==> config.mk <==
export PLATFORM = sky130hd
export DESIGN_NAME = ebc_bus_control
export DESIGN_NICKNAME = d
export VERILOG_FILES = /design/src/logic/ebc_pkg.sv /design/src/logic/ebc_bus_control.sv
export VERILOG_INCLUDE_DIRS = /design/src /design/src/logic
export SDC_FILE = /design/constraint.sdc
export NUM_CORES = 1
export LEC_CHECK = 0
export BUFFER_PORTS_ARGS = -buffer_cell sky130_fd_sc_hd__buf_2
export CORE_ASPECT_RATIO = 0.75
export CORE_UTILIZATION = 46
export CTS_BUF_LIST = sky130_fd_sc_hd__clkbuf_4 sky130_fd_sc_hd__clkbuf_8 sky130_fd_sc_hd__clkbuf_16
export DETAILED_ROUTE_END_ITERATION = 8
export GPL_ROUTABILITY_DRIVEN = 1
export HOLD_SLACK_MARGIN = 0.03
export PLACE_DENSITY_LB_ADDON = 0.2
export SLEW_MARGIN = 25
export SYNTH_ARGS = -nofsm -noshare
export SYNTH_HDL_FRONTEND = slang
export SYNTH_SLANG_ARGS = --single-unit
==> constraint.sdc <==
create_clock -name ref_clk -period 1.7 [get_ports ref_clk]
set_input_delay 0.17 -clock ref_clk [delete_from_list [all_inputs] [get_ports ref_clk]]
set_output_delay 0.17 -clock ref_clk [all_outputs]
set_load 0.02 [all_outputs]
==> src/logic/ebc_consts.svh <==
// Purpose: constants for the external bus control block
// Assumes: included by the design file only
// Notes: bit positions and encodings of the bus control register
`ifndef EBC_CONSTS_SVH
`define EBC_CONSTS_SVH
`define EBC_CTRL_ADDR 4'h0
`define EBC_CTRL_RESET 8'h00
`define EBC_CTRL_MASK 8'hB3
`define EBC_BIT_DIS 7
`define EBC_BIT_WAIT_HI 5
`define EBC_BIT_WAIT_LO 4
`define EBC_BIT_WM_HI 1
`define EBC_BIT_WM_LO 0
`define EBC_WAIT_MAX 2'h3
`define EBC_WM_BYTE_SEL 2'h1
`define EBC_WM_BYTE_WR 2'h0
`endif

==> src/logic/ebc_pkg.sv <==
// Purpose: types for the external bus control block
// Assumes: nothing
// Notes: program memory modes and access phases
package ebc_pkg;
	typedef enum logic [1:0] {
		EBC_MODE_ONCHIP,
		EBC_MODE_EXT_MCU,
		EBC_MODE_MICROPROC,
		EBC_MODE_MP_BOOT
	} ebc_mode_e;
	typedef enum logic [1:0] {
		EBC_IDLE,
		EBC_WAIT,
		EBC_DONE
	} ebc_state_e;
endpackage

==> src/logic/ebc_bus_control.sv <==
// Purpose: external memory bus control register, pin ownership, wait states, write strobes
// Assumes: ref_clk is the instruction clock; one table access at a time
// Notes: strobes active high; data out is byte-steered for 16-bit writes
`timescale 1ns/1ps
`default_nettype none
`include "ebc_consts.svh"
module ebc_bus_control (
	input wire logic ref_clk,
	input wire logic sys_rst,
	input wire logic [3:0] regAddr,
	input wire logic [7:0] regWdata,
	input wire logic regWrite,
	input wire logic regRead,
	output logic [7:0] regRdata,
	input wire ebc_pkg::ebc_mode_e memMode,
	input wire logic wideBus,
	input wire logic accessReq,
	input wire logic accessWrite,
	input wire logic accessHigh,
	input wire logic [7:0] tableLatch,
	output logic accessDone,
	output logic busOwnsPins,
	output logic busActive,
	output logic [15:0] busDataOut,
	output logic highWriteStrobe,
	output logic lowWriteStrobe,
	output logic upperByteStrobe,
	output logic lowerByteStrobe
);
	import ebc_pkg::*;

	////////////////////////////////////////////////////////////////
	logic [7:0] ctrl_q;
	ebc_state_e state_q;
	logic [1:0] waitCnt_q;
	logic writeOp_q;
	logic highOp_q;
	logic [7:0] latch_q;
	logic busDis;
	logic [1:0] waitField;
	logic [1:0] writeMode;
	logic [1:0] waitsNeeded;

	assign busDis = ctrl_q[`EBC_BIT_DIS];
	assign waitField = ctrl_q[`EBC_BIT_WAIT_HI:`EBC_BIT_WAIT_LO];
	assign writeMode = ctrl_q[`EBC_BIT_WM_HI:`EBC_BIT_WM_LO];
	// Field 11 means none, 00 means three
	assign waitsNeeded = `EBC_WAIT_MAX - waitField;

	// Pin owner from mode and disable bit; a request or access in progress overrides the disable bit
	function automatic logic ownsPins(input ebc_mode_e mode, input logic dis, input logic act);
		ownsPins = (mode != EBC_MODE_ONCHIP) && (!dis || act);
	endfunction

	////////////////////////////////////////////////////////////////
	// Control register
	always_ff @(posedge ref_clk) begin
		if (sys_rst) begin
			ctrl_q <= `EBC_CTRL_RESET;
		end else if (regWrite && regAddr == `EBC_CTRL_ADDR && memMode != EBC_MODE_ONCHIP) begin
			// Mask keeps unimplemented bits at zero on every write
			ctrl_q <= regWdata & `EBC_CTRL_MASK;
		end
	end

	always_ff @(posedge ref_clk) begin
		if (sys_rst) begin
			regRdata <= 8'h00;
		end else if (regRead && regAddr == `EBC_CTRL_ADDR) begin
			regRdata <= ctrl_q;
		end else begin
			regRdata <= 8'h00;
		end
	end

	////////////////////////////////////////////////////////////////
	// Access sequencer; memory must answer by the last wait cycle
	always_ff @(posedge ref_clk) begin
		if (sys_rst) begin
			state_q <= EBC_IDLE;
			waitCnt_q <= 2'h0;
			writeOp_q <= 1'b0;
			highOp_q <= 1'b0;
			latch_q <= 8'h00;
		end else begin
			// Requests outside IDLE are dropped, not queued
			case (state_q)
				EBC_IDLE: begin
					if (accessReq && memMode != EBC_MODE_ONCHIP) begin
						state_q <= EBC_WAIT;
						waitCnt_q <= waitsNeeded;
						writeOp_q <= accessWrite;
						highOp_q <= accessHigh;
						latch_q <= tableLatch;
					end
				end
				EBC_WAIT: begin
					if (waitCnt_q == 2'h0) begin
						state_q <= EBC_DONE;
					end else begin
						waitCnt_q <= waitCnt_q - 2'h1;
					end
				end
				EBC_DONE: begin
					state_q <= EBC_IDLE;
				end
				default: begin
					state_q <= EBC_IDLE;
				end
			endcase
		end
	end

	always_ff @(posedge ref_clk) begin
		if (sys_rst) begin
			accessDone <= 1'b0;
			busActive <= 1'b0;
			busOwnsPins <= 1'b1;
		end else begin
			accessDone <= (state_q == EBC_WAIT) && (waitCnt_q == 2'h0);
			busActive <= (state_q == EBC_IDLE) ? (accessReq && memMode != EBC_MODE_ONCHIP) : (state_q == EBC_WAIT);
			busOwnsPins <= ownsPins(memMode, busDis, state_q != EBC_IDLE || accessReq);
		end
	end

	////////////////////////////////////////////////////////////////
	// Write data and strobes, held for the whole write cycle
	// Strobe stands every wait cycle, so slow parts see the widest pulse
	always_ff @(posedge ref_clk) begin
		if (sys_rst) begin
			busDataOut <= 16'h0000;
			highWriteStrobe <= 1'b0;
			lowWriteStrobe <= 1'b0;
			upperByteStrobe <= 1'b0;
			lowerByteStrobe <= 1'b0;
		end else if (state_q == EBC_WAIT && writeOp_q) begin
			highWriteStrobe <= 1'b0;
			lowWriteStrobe <= 1'b0;
			upperByteStrobe <= 1'b0;
			lowerByteStrobe <= 1'b0;
			if (!wideBus) begin
				// Narrow bus: single byte, mode bits ignored
				busDataOut <= {8'h00, latch_q};
				lowWriteStrobe <= 1'b1;
			end else if (writeMode[1]) begin
				// Word mode: strobe only when high half lands
				if (highOp_q) begin
					busDataOut <= {latch_q, busDataOut[7:0]};
					highWriteStrobe <= 1'b1;
				end else begin
					busDataOut <= {busDataOut[15:8], latch_q};
				end
			end else if (writeMode == `EBC_WM_BYTE_SEL) begin
				busDataOut <= {latch_q, latch_q};
				highWriteStrobe <= 1'b1;
				upperByteStrobe <= highOp_q;
				lowerByteStrobe <= !highOp_q;
			end else begin
				busDataOut <= {latch_q, latch_q};
				highWriteStrobe <= highOp_q;
				lowWriteStrobe <= !highOp_q;
			end
		end else begin
			highWriteStrobe <= 1'b0;
			lowWriteStrobe <= 1'b0;
			upperByteStrobe <= 1'b0;
			lowerByteStrobe <= 1'b0;
		end
	end

	////////////////////////////////////////////////////////////////
	AST_ONCHIP_LOCK: assert property (@(posedge ref_clk) disable iff (sys_rst)
		(memMode == EBC_MODE_ONCHIP) |=> $stable(ctrl_q)) else $error("register changed in on-chip mode");
	AST_ONCHIP_IDLE: assert property (@(posedge ref_clk) disable iff (sys_rst)
		(state_q == EBC_IDLE && memMode == EBC_MODE_ONCHIP) |=> !busActive)
		else $error("access taken in on-chip mode");
	AST_RSVD_ZERO: assert property (@(posedge ref_clk) disable iff (sys_rst)
		(ctrl_q & ~`EBC_CTRL_MASK) == 8'h00) else $error("reserved bits set");
	AST_BUS_OWNS: assert property (@(posedge ref_clk) disable iff (sys_rst)
		(!busDis && memMode != EBC_MODE_ONCHIP) |=> busOwnsPins) else $error("bus lost pins while enabled");
	AST_OVERRIDE: assert property (@(posedge ref_clk) disable iff (sys_rst)
		(state_q == EBC_WAIT && memMode != EBC_MODE_ONCHIP) |=> busOwnsPins) else $error("access without pins");
	AST_MODE_FREE: assert property (@(posedge ref_clk) disable iff (sys_rst)
		(memMode == EBC_MODE_ONCHIP) |=> !busOwnsPins) else $error("pins taken in on-chip mode");
	AST_NO_WAIT: assert property (@(posedge ref_clk) disable iff (sys_rst)
		(state_q == EBC_IDLE && accessReq && memMode != EBC_MODE_ONCHIP && waitField == 2'h3)
		|=> ##1 accessDone) else $error("zero-wait access late");
	AST_THREE_WAIT: assert property (@(posedge ref_clk) disable iff (sys_rst)
		(state_q == EBC_IDLE && accessReq && memMode != EBC_MODE_ONCHIP && waitField == 2'h0)
		|=> !accessDone [*4] ##1 accessDone) else $error("three-wait access wrong length");
	AST_DONE_PULSE: assert property (@(posedge ref_clk) disable iff (sys_rst)
		accessDone |=> !accessDone) else $error("done held longer than one cycle");
	AST_READ_QUIET: assert property (@(posedge ref_clk) disable iff (sys_rst)
		(state_q == EBC_WAIT && !writeOp_q) |=> !highWriteStrobe && !lowWriteStrobe)
		else $error("write strobe during a read");
	AST_WORD_LOW: assert property (@(posedge ref_clk) disable iff (sys_rst)
		(state_q == EBC_WAIT && writeOp_q && wideBus && writeMode[1] && !highOp_q)
		|=> !highWriteStrobe && !lowWriteStrobe) else $error("strobe on low word half");
	AST_WORD_HIGH: assert property (@(posedge ref_clk) disable iff (sys_rst)
		(state_q == EBC_WAIT && writeOp_q && wideBus && writeMode[1] && highOp_q)
		|=> highWriteStrobe && busDataOut[15:8] == latch_q) else $error("high word half not strobed");
	AST_BYTE_SEL: assert property (@(posedge ref_clk) disable iff (sys_rst)
		(state_q == EBC_WAIT && writeOp_q && wideBus && writeMode == `EBC_WM_BYTE_SEL)
		|=> highWriteStrobe && (upperByteStrobe != lowerByteStrobe)
		&& busDataOut[15:8] == busDataOut[7:0]) else $error("byte select strobes wrong");
	AST_BYTE_WR: assert property (@(posedge ref_clk) disable iff (sys_rst)
		(state_q == EBC_WAIT && writeOp_q && wideBus && writeMode == `EBC_WM_BYTE_WR)
		|=> (highWriteStrobe != lowWriteStrobe) && !upperByteStrobe && !lowerByteStrobe
		&& busDataOut[15:8] == busDataOut[7:0]) else $error("byte write strobes wrong");
	AST_NARROW: assert property (@(posedge ref_clk) disable iff (sys_rst)
		(state_q == EBC_WAIT && writeOp_q && !wideBus) |=> lowWriteStrobe && !highWriteStrobe)
		else $error("write mode acted on narrow bus");
endmodule
`default_nettype wire

; ---- Yosys cells after proc, flatten, opt, wreduce, memory -nomap -nowiden
; Index checks and enable logic that the tools add are counted.
; Widths: inputs -> output; s select.
[op_classes]
n_addsub = 2
mul = 0
div_mod_pow = 0
n_lt_le_gt_ge = 0
eq_ne = 7
shift = 0
n_mux = 16
n_bitwise = 4
reduce_logical = 26
[ops]
columns = operator, n
row1 = $mux 16, 3
row2 = $mux 2, 4
row3 = $pmux 2 s2, 2
row4 = $reduce_and 2->1, 4
row5 = $logic_and 1x1->1, 7
row6 = $mux 1, 7
row7 = $ne 2x2->1 const B, 3
row8 = $reduce_bool 2->1, 3
row9 = $reduce_or 5->1, 1
row10 = $eq 2x1->1 const B, 2
row11 = $logic_not 2->1, 2
row12 = $logic_not 4->1, 1
row13 = $not 1->1, 4
row14 = $reduce_or 2->1, 2
row15 = $ne 3x2->1 const B, 1
row16 = $ne 3x3->1 const B, 1
row17 = $reduce_and 3->1, 1
row18 = $reduce_or 3->1, 1
row19 = $logic_not 1->1, 2
row20 = $logic_or 1x1->1, 2
row21 = $sub 2x1->2 const B, 1
row22 = $sub 2x2->2 const A, 1
[totals]
register_bits = 47
latch_bits = 0
ramBits = 0
mem_bits_ro = 0
n_memories = 0

; ---- Logic depth before layout (Yosys ltp)
; Gate-level depths: netlist of run 1.
[logic_depth]
ltp_word = 4
ltp_mapped = 5
mapped_depth_nobuf = 5

; ---- Worst setup path after synthesis of run 1
; No wires, ideal clock.
[synth_timing]
path_type = register to register
start = register state_q[1]
end = register waitCnt_q[1]
setup_ps = 87
t_arrival_ps = 1410
setup_slack_ps = 203
stages_incl_launch_ff = 6
n_path_buf = 1
cell_sequence = dfxtp_1 > nand2b_1 > buf_2 > mux2_2 > or4_1 > o31ai_1
[synth_between]
elab_chain_cells = 3
elab_cells_between_ends = 7
classes_between = 3 x eq/ne / 1 x mux / 3 x reduce/logical
[synth_lines]
columns = item, line
row1 = from (decl), ebc_bus_control.sv:34  ; ebc_state_e state_q;
row2 = from (signal assigned), ebc_bus_control.sv:80  ; state_q <= EBC_IDLE;
row3 = from (signal assigned), ebc_bus_control.sv:90  ; state_q <= EBC_WAIT;
row4 = from (signal assigned), ebc_bus_control.sv:99  ; state_q <= EBC_DONE;
row5 = $eq 2x1->1 / $logic_not 2->1 (equally long branches), ebc_bus_control.sv:87  ; case (state_q)
row6 = $ne 2x2->1 (no source line) / $reduce_bool 2->1 (equally long branches), -
row7 = $reduce_and 3->1 (no source line), -
row8 = to (signal assigned), ebc_bus_control.sv:91  ; waitCnt_q <= waitsNeeded;
row9 = to (signal assigned), ebc_bus_control.sv:101  ; waitCnt_q <= waitCnt_q - 2'h1;
row10 = to (decl), ebc_bus_control.sv:35  ; logic [1:0] waitCnt_q;
; Several ways; a longest one is shown, not always the timed one.
; A chain may end at the register's enable or synchronous reset.

; ---- Worst setup path in the final report of run 1
[layout_timing]
start = register waitCnt_q[0]
end = register waitCnt_q[1]
[layout_between]
elab_chain_cells = 3
elab_cells_between_ends = 6
classes_between = 1 x add/sub / 1 x eq/ne / 2 x mux / 2 x reduce/logical
[layout_lines]
columns = item, line
row1 = $sub 2x1->2 / $logic_not 2->1 (equally long branches), "ebc_bus_control.sv:101, ebc_bus_control.sv:98"
row2 = $mux 2 / $ne 2x2->1 (equally long branches), -
row3 = $pmux 2 s2 / $reduce_and 3->1 (equally long branches), -
; Several ways; a longest one is shown, not always the timed one. The select of a mux whose other input is x is not followed.

==> summary.txt, run 1 <==
Critical path
  • Req. time, crit path: 1910 ps
  • Crit end category: register
  • CP max FO: 5
  • CP Launch Type: register
  • Type of the worst setup path: register to register
  • Critical Path AT: 1800 ps

Routing
  • Routed WL per cell: 12.7 um
  • DRC Markers: 0
  • Routed met1 length: 1910 um
  • Routed met3 length: 178 um
  • Routed vias/inst: 4.99
  • Routed WL: 3720 um
  • Starting DRT DRC Count: 116
  • Met2 routed wirelength: 1600 um
  • Routed Antenna Nets: 0
  • Vias: 1463
  • Detailed-router iteration count before antenna repair: 4
  • Max layer used: met4

Run status
  • Run status: finished clean

Clock network
  • Cts hold-fix bufs: 0
  • CTS tree: yes
  • Worst-Skew Late Latency: 300 ps
  • Post_cts resized: 0
  • Number of sinks on the clock net: 47
  • CTS Buf Count: 5
  • CTS clock-pin slew for the worst setup and hold paths: 80 ps
  • Longest Clk Path Bufs: 2
  • Root buf cell: clkbuf_8
  • Setup Fix Bufs, Post-CTS: 0
  • Depth of the CTS H-tree: 2

Logic synthesis
  • Post-synth ARST share: 0%
  • Most frequent cell after synthesis: dfxtp_1
  • Largest area contributor in the netlist: dfxtp_1
  • Distinct cells, synth: 34
  • Top cells by area, synth: dfxtp_1 53%, mux2i_1 8.4%, a21oi_1 5.3%, nand2_1 4.0%, o2111ai_1 3.9%
  • Post-synth top area share: 52.8%
  • Cell count after synthesis: 185
  • Register area share after synthesis: 52.8%
  • Mapped Area: 1780 um^2
  • Number of synthesized register bits: 47
  • Number of synthesized flops with an enable pin: 0
  • Most common library cells after synthesis: 47 x dfxtp_1, 19 x a21oi_1, 19 x nand2_1, 18 x nor2_1, 15 x mux2i_1
  • Most used DFF post-synth: dfxtp_1
  • Synth warn: 0
  • Avg Cell Area, Syn: 9.63 um^2

Cells and area
  • Final nets: 271
  • Final instance area: 2240 um^2
  • Final Non-Filler Cells: 293
  • Layout cell share with drive strength beyond 1: 31.1%
  • Antenna fix cells: 0
  • Area grow syn2layout: 25.9%

Timing
  • Minimum clock period: 1580 ps
  • Slew HR: 62.2%
  • Final critical-path share of the clock period: 93.2%
  • Final setup margin: 116 ps
  • Layout Skew: 3.87 ps
  • Final TNS setup: 0 ps
  • Fmax achieved: 0.631 GHz
  • Worst-Margin Slew: 564 ps
  • Final hold violation count: 0
  • RSZ-0062 raised after global routing: no
  • Count of final setup violators: 0
  • Pins Over Slew Limit: 0

Power
  • VDD IR-drop max: 0.000684 V
  • Pwr dens: 1040 nW/um^2
  • Leak: 0.939 nW

GRT
  • Vias in the first global route: 1290
  • Largest net degree at the start of global routing: 27
  • First-pass GRT wire length: 6190 um
  • Gr usage total: 19.8%
  • Total congestion overflow: 0
  • Initial antenna violation count: 0

Floorplan
  • Row Count: 19
  • Starting Density: 48.4%
  • Vert. Die Dim: 55.9 um
  • Die area: 4130 um^2
  • CORE AREA: 3680 um^2
  • I/O pin count: 61
  • Die X: 73.9 um

Place
  • Buffers on Ports: 54
  • Post-Place Cells: 285
  • Post-DP Area: 2110 um^2
  • Pre-CTS WS: 97.5 ps
  • Post-DP HPWL: 2580 um
  • GPL Wtd Cong: 0.716

Min path
  • Hold/Removal Path Class: input port to register

Job
  • Max-cap violations: 0
-- sequential cells by signal, summed over array words and instances, names as in the netlist, 2 cells and up --
| name | count |
|---|---|
| waitCnt_q | 2 |
| regRdata | 5 |
| state_q | 2 |
| latch_q | 8 |
| busDataOut | 16 |
| ctrl_q | 5 |
-- path summary, 6_finish.rpt --
check / startpoint / end / slack [ps] / cells after the start
min: regWdata[7] / ctrl_q[7] / 100 / 3
max: waitCnt_q[0] / waitCnt_q[1] / 120 / 5
min reg2reg: busDataOut[10] / busDataOut[10] / 450 / 2
max reg2reg: waitCnt_q[0] / waitCnt_q[1] / 120 / 5
-- worst max-delay path: stages, from the launching register on --
cell and delay, ps:
dfxtp_2 360, inv_1 50, ha_1 240, mux2_2 300, or4_1 480, o31ai_1 80
-- cell families after synthesis --
| kind of cell | Yosys count | share of synthesized area [%] |
|---|---|---|
| AOI/OAI and AO/OA | 33 | 11.5 |
| adders and majority gates | 1 | 0.702 |
| buffers and inverters | 17 | 4.49 |
| DFF | 47 | 52.8 |
| muxes | 18 | 10.3 |
| other | 1 | 0.210 |
| and+or+nand+nor | 68 | 19.9 |
-- routing by layer --
metal / vias up / global-route usage [%]
met5: - / 0
met4: 0 / 5.77
li1: 751 / -
met1: 667 / 30.0
met2: 43 / 27.3
met3: 2 / 5.43
-- placed cells by master (no fill, tap or decap), drive strengths merged, types with 4 or more instances in the layout --
| cell | Yosys | final |
|---|---|---|
| a21oi | 19 | 19 |
| and2 | 5 | 5 |
| buf | 8 | 60 |
| clkbuf | 6 | 5 |
| dfxtp | 47 | 47 |
| mux2i | 15 | 15 |
| nand2 | 19 | 19 |
| nand3 | 9 | 9 |
| nor2 | 18 | 18 |
| nor3b | 4 | 4 |
| o2111ai | 8 | 8 |
-- cell type report --
cell class	instances	area, um^2
multi-input cells	123	773
repair buffers	60	315
inverters	3	11.3
flip-flops and latches	47	942
fillers	352	1440
clock inverters	3	67.6
clock buffers	5	68.8
well taps	52	65.1
-- power by group --
part | internal (mW) | total [mW] | switching, mW
Sequential | 1.14 | 1.17 | 0.0332
Combinational | 0.0951 | 0.204 | 0.109
Clock | 0.586 | 0.970 | 0.384
Total | 1.82 | 2.34 | 0.526
-- stage by stage --
stage                     hold slack [ps]  total power, mW  utilization, %
after floorplan                       317             1.33               -
after global placement                406             1.39            57.1
after detailed placement              413             1.39            57.1
after CTS                            97.9             2.35            60.8
after global routing                 95.7             2.43            60.9
final                                 102             2.34            60.9
Note: power is estimated with default switching activity, not from simulation.
==> run 2: changes to the inputs <==
Settings changed: CELL_PAD_IN_SITES_DETAIL_PLACEMENT set to 1, CELL_PAD_IN_SITES_GLOBAL_PLACEMENT set to 1, CORE_UTILIZATION 46 to 36.
==> summary.txt, run 2 (synthesis gave the netlist of run 1 again) <==
Power
  • Pwr dens: 987 nW/um^2 (-5.6%)
  • Leak: 0.951 nW (+1.3%)
  • Total power: 2.22 mW (-5.1%)
  • Combinational fraction of design power: 9.7% (+1.0 points)
  • Switch Pwr: 512 uW (-2.7%)
  • Internal: 1.71 mW (-5.8%)
  • Sw Share: 23.0% (+0.58 points)
  • Reg power frac: 52.5% (+2.6 points)
  • VDD IR-drop max: 0.000491 V (-28%)
  • Clock power share: 37.8% (-3.6 points)

GRT
  • Gr usage total: 18.2% (-1.7 points)
  • Total congestion overflow: 0 (unchanged)
  • Largest net degree at the start of global routing: 19 (-30%)
  • Initial antenna violation count: 0 (unchanged)
  • Vias in the first global route: 1525 (+18%)
  • First-pass GRT wire length: 7550 um (+22%)

Cells and area
  • Max reg flops: 16 (unchanged)
  • Leading cell types in the layout, fill and taps excluded: 54 x buf_2, 46 x dfxtp_1, 19 x a21oi_1, 19 x nand2_1, 18 x nor2_1
  • Most common cell after layout, fill and taps aside: buf_2
  • Reg with most FFs: busDataOut
  • Fillers: 557 (+58%)
  • Area grow syn2layout: 26.5%
  • Final nets: 274 (+1.1%)
  • Layout cell share with drive strength beyond 1: 32.0% (+0.85 points)
  • Final instance area: 2250 um^2 (+0.45%)
  • Final Non-Filler Cells: 301 (+2.7%)
  • Biggest regs: busDataOut x16, latch_q x8
  • Antenna fix cells: 0 (unchanged)

Routing
  • Vias: 1511 (+3.3%)
  • DRC Markers: 0 (unchanged)
  • Detailed-router iteration count before antenna repair: 4 (unchanged)
  • Routed Antenna Nets: 0 (unchanged)
  • Routed WL: 4420 um (+19%)
  • Routed WL per cell: 14.7 um (+16%)
  • Routed vias/inst: 5.02 (+0.54%)
  • Starting DRT DRC Count: 50 (-57%)

Critical path
  • R2R setup slack: 130 ps (+20 ps)
  • Type of the worst setup path: register to register
  • CP max FO: 5 (unchanged)
  • CP Launch Type: register
  • Req. time, crit path: 1910 ps (about the same)
  • Critical Path AT: 1780 ps (-20 ps)
  • Crit end category: register

Clock network
  • Post_cts resized: 0 (unchanged)
  • CTS tree: yes
  • Cts hold-fix bufs: 0 (unchanged)
  • CTS clock-pin slew for the worst setup and hold paths: 90 ps (about the same)
  • Depth of the CTS H-tree: 2 (unchanged)
  • Worst-Skew Late Latency: 300 ps (about the same)
  • CTS Buf Count: 5 (unchanged)
  • Longest Clk Path Bufs: 2 (unchanged)
  • Root buf cell: clkbuf_8
  • Number of sinks on the clock net: 47 (unchanged)
  • Setup Fix Bufs, Post-CTS: 0 (unchanged)

Floorplan
  • Row Count: 21 (+2)
  • Vert. Die Dim: 62.9 um (+13%)
  • Die area: 5240 um^2 (+27%)
  • Die X: 83.2 um (+13%)
  • Starting Density: 38.7% (-9.6 points)
  • CORE AREA: 4600 um^2 (+25%)
  • I/O pin count: 61 (unchanged)

Timing
  • RSZ-0062 raised after global routing: no
  • Minimum clock period: 1570 ps (-16.4 ps)
  • Count of final setup violators: 0 (unchanged)
  • Pins Over Slew Limit: 0 (unchanged)
  • Layout Skew: 3.96 ps (+0.0919 ps)
  • Slew HR: 60.5% (-1.6 points)
  • Final hold violation count: 0 (unchanged)
  • Fmax achieved: 0.638 GHz (+1.0%)
  • Final critical-path share of the clock period: 92.2% (-0.97 points)
  • Final TNS setup: 0 ps (unchanged)
  • Worst-Margin Slew: 588 ps (+24.2 ps)

Place
  • GPL Wtd Cong: 0.686 (-4.1%)
  • Post-Place Cells: 293 (+2.8%)
  • Buffers on Ports: 54 (unchanged)
  • Post-DP HPWL: 3170 um (+23%)
  • Post-DP Area: 2130 um^2 (+1.4%)

Job
  • Max-cap violations: 0 (unchanged)

Run status
  • Run status: finished clean

Min path
  • Hold/Removal Path Class: input port to register
[run 2: area by class of cell]
type	count	area (um^2)	share of cell area, %
Sequential cell	47	942	41.8
Multi-Input combinational cell	123	773	34.3
Timing Repair Buffer	63	338	15.0
Clock buffer	6	82.6	3.66
Tap cell	57	71.3	3.16
Clock inverter	2	35.0	1.55
Inverter	3	11.3	0.500
[run 2: worst max-delay path, stage by stage (launching register included)]
cell and delay [ps]:
dfxtp_2 360, inv_1 40, ha_1 240, mux2_2 300, or4_1 470, o31ai_1 80
[run 2: stage by stage]
stage	setup WS, ps	util (%)	hold WS [ps]
6_report	133	49.0	107
5_1_grt	37.2	49.0	101
4_1_cts	77.1	49.0	102
3_5_place_dp	99.0	46.4	417
3_3_place_gp	117	46.4	407
2_1_floorplan	203	-	317
[run 2: final timing paths]
| kind | start | endpoint | cells past startpoint |
|---|---|---|---|
| worst max register to register | waitCnt_q[0] | waitCnt_q[1] | 5 |
| worst max-delay path | waitCnt_q[0] | waitCnt_q[1] | 5 |
| worst min-delay path | accessWrite | writeOp_q | 3 |
| worst min register to register | busDataOut[8] | busDataOut[8] | 2 |
[run 2: metal layers]
| metal | part of all wire (%) | global-route usage (%) |
|---|---|---|
| met5 | 0 | 0 |
| met1 | 53 | 26.5 |
| met2 | 43 | 26.5 |
| met3 | 3.6 | 4.10 |
| met4 | 0.77 | 5.17 |
[run 2: power by group through the flow]
stage                     registers, mW  clock network, mW  logic (mW)
final                              1.17              0.841       0.216
after detailed placement           1.19                  0       0.215
after global placement             1.19                  0       0.212
after CTS                          1.17              0.864       0.218
after floorplan                    1.19                  0       0.137
after global routing               1.17              0.916       0.242
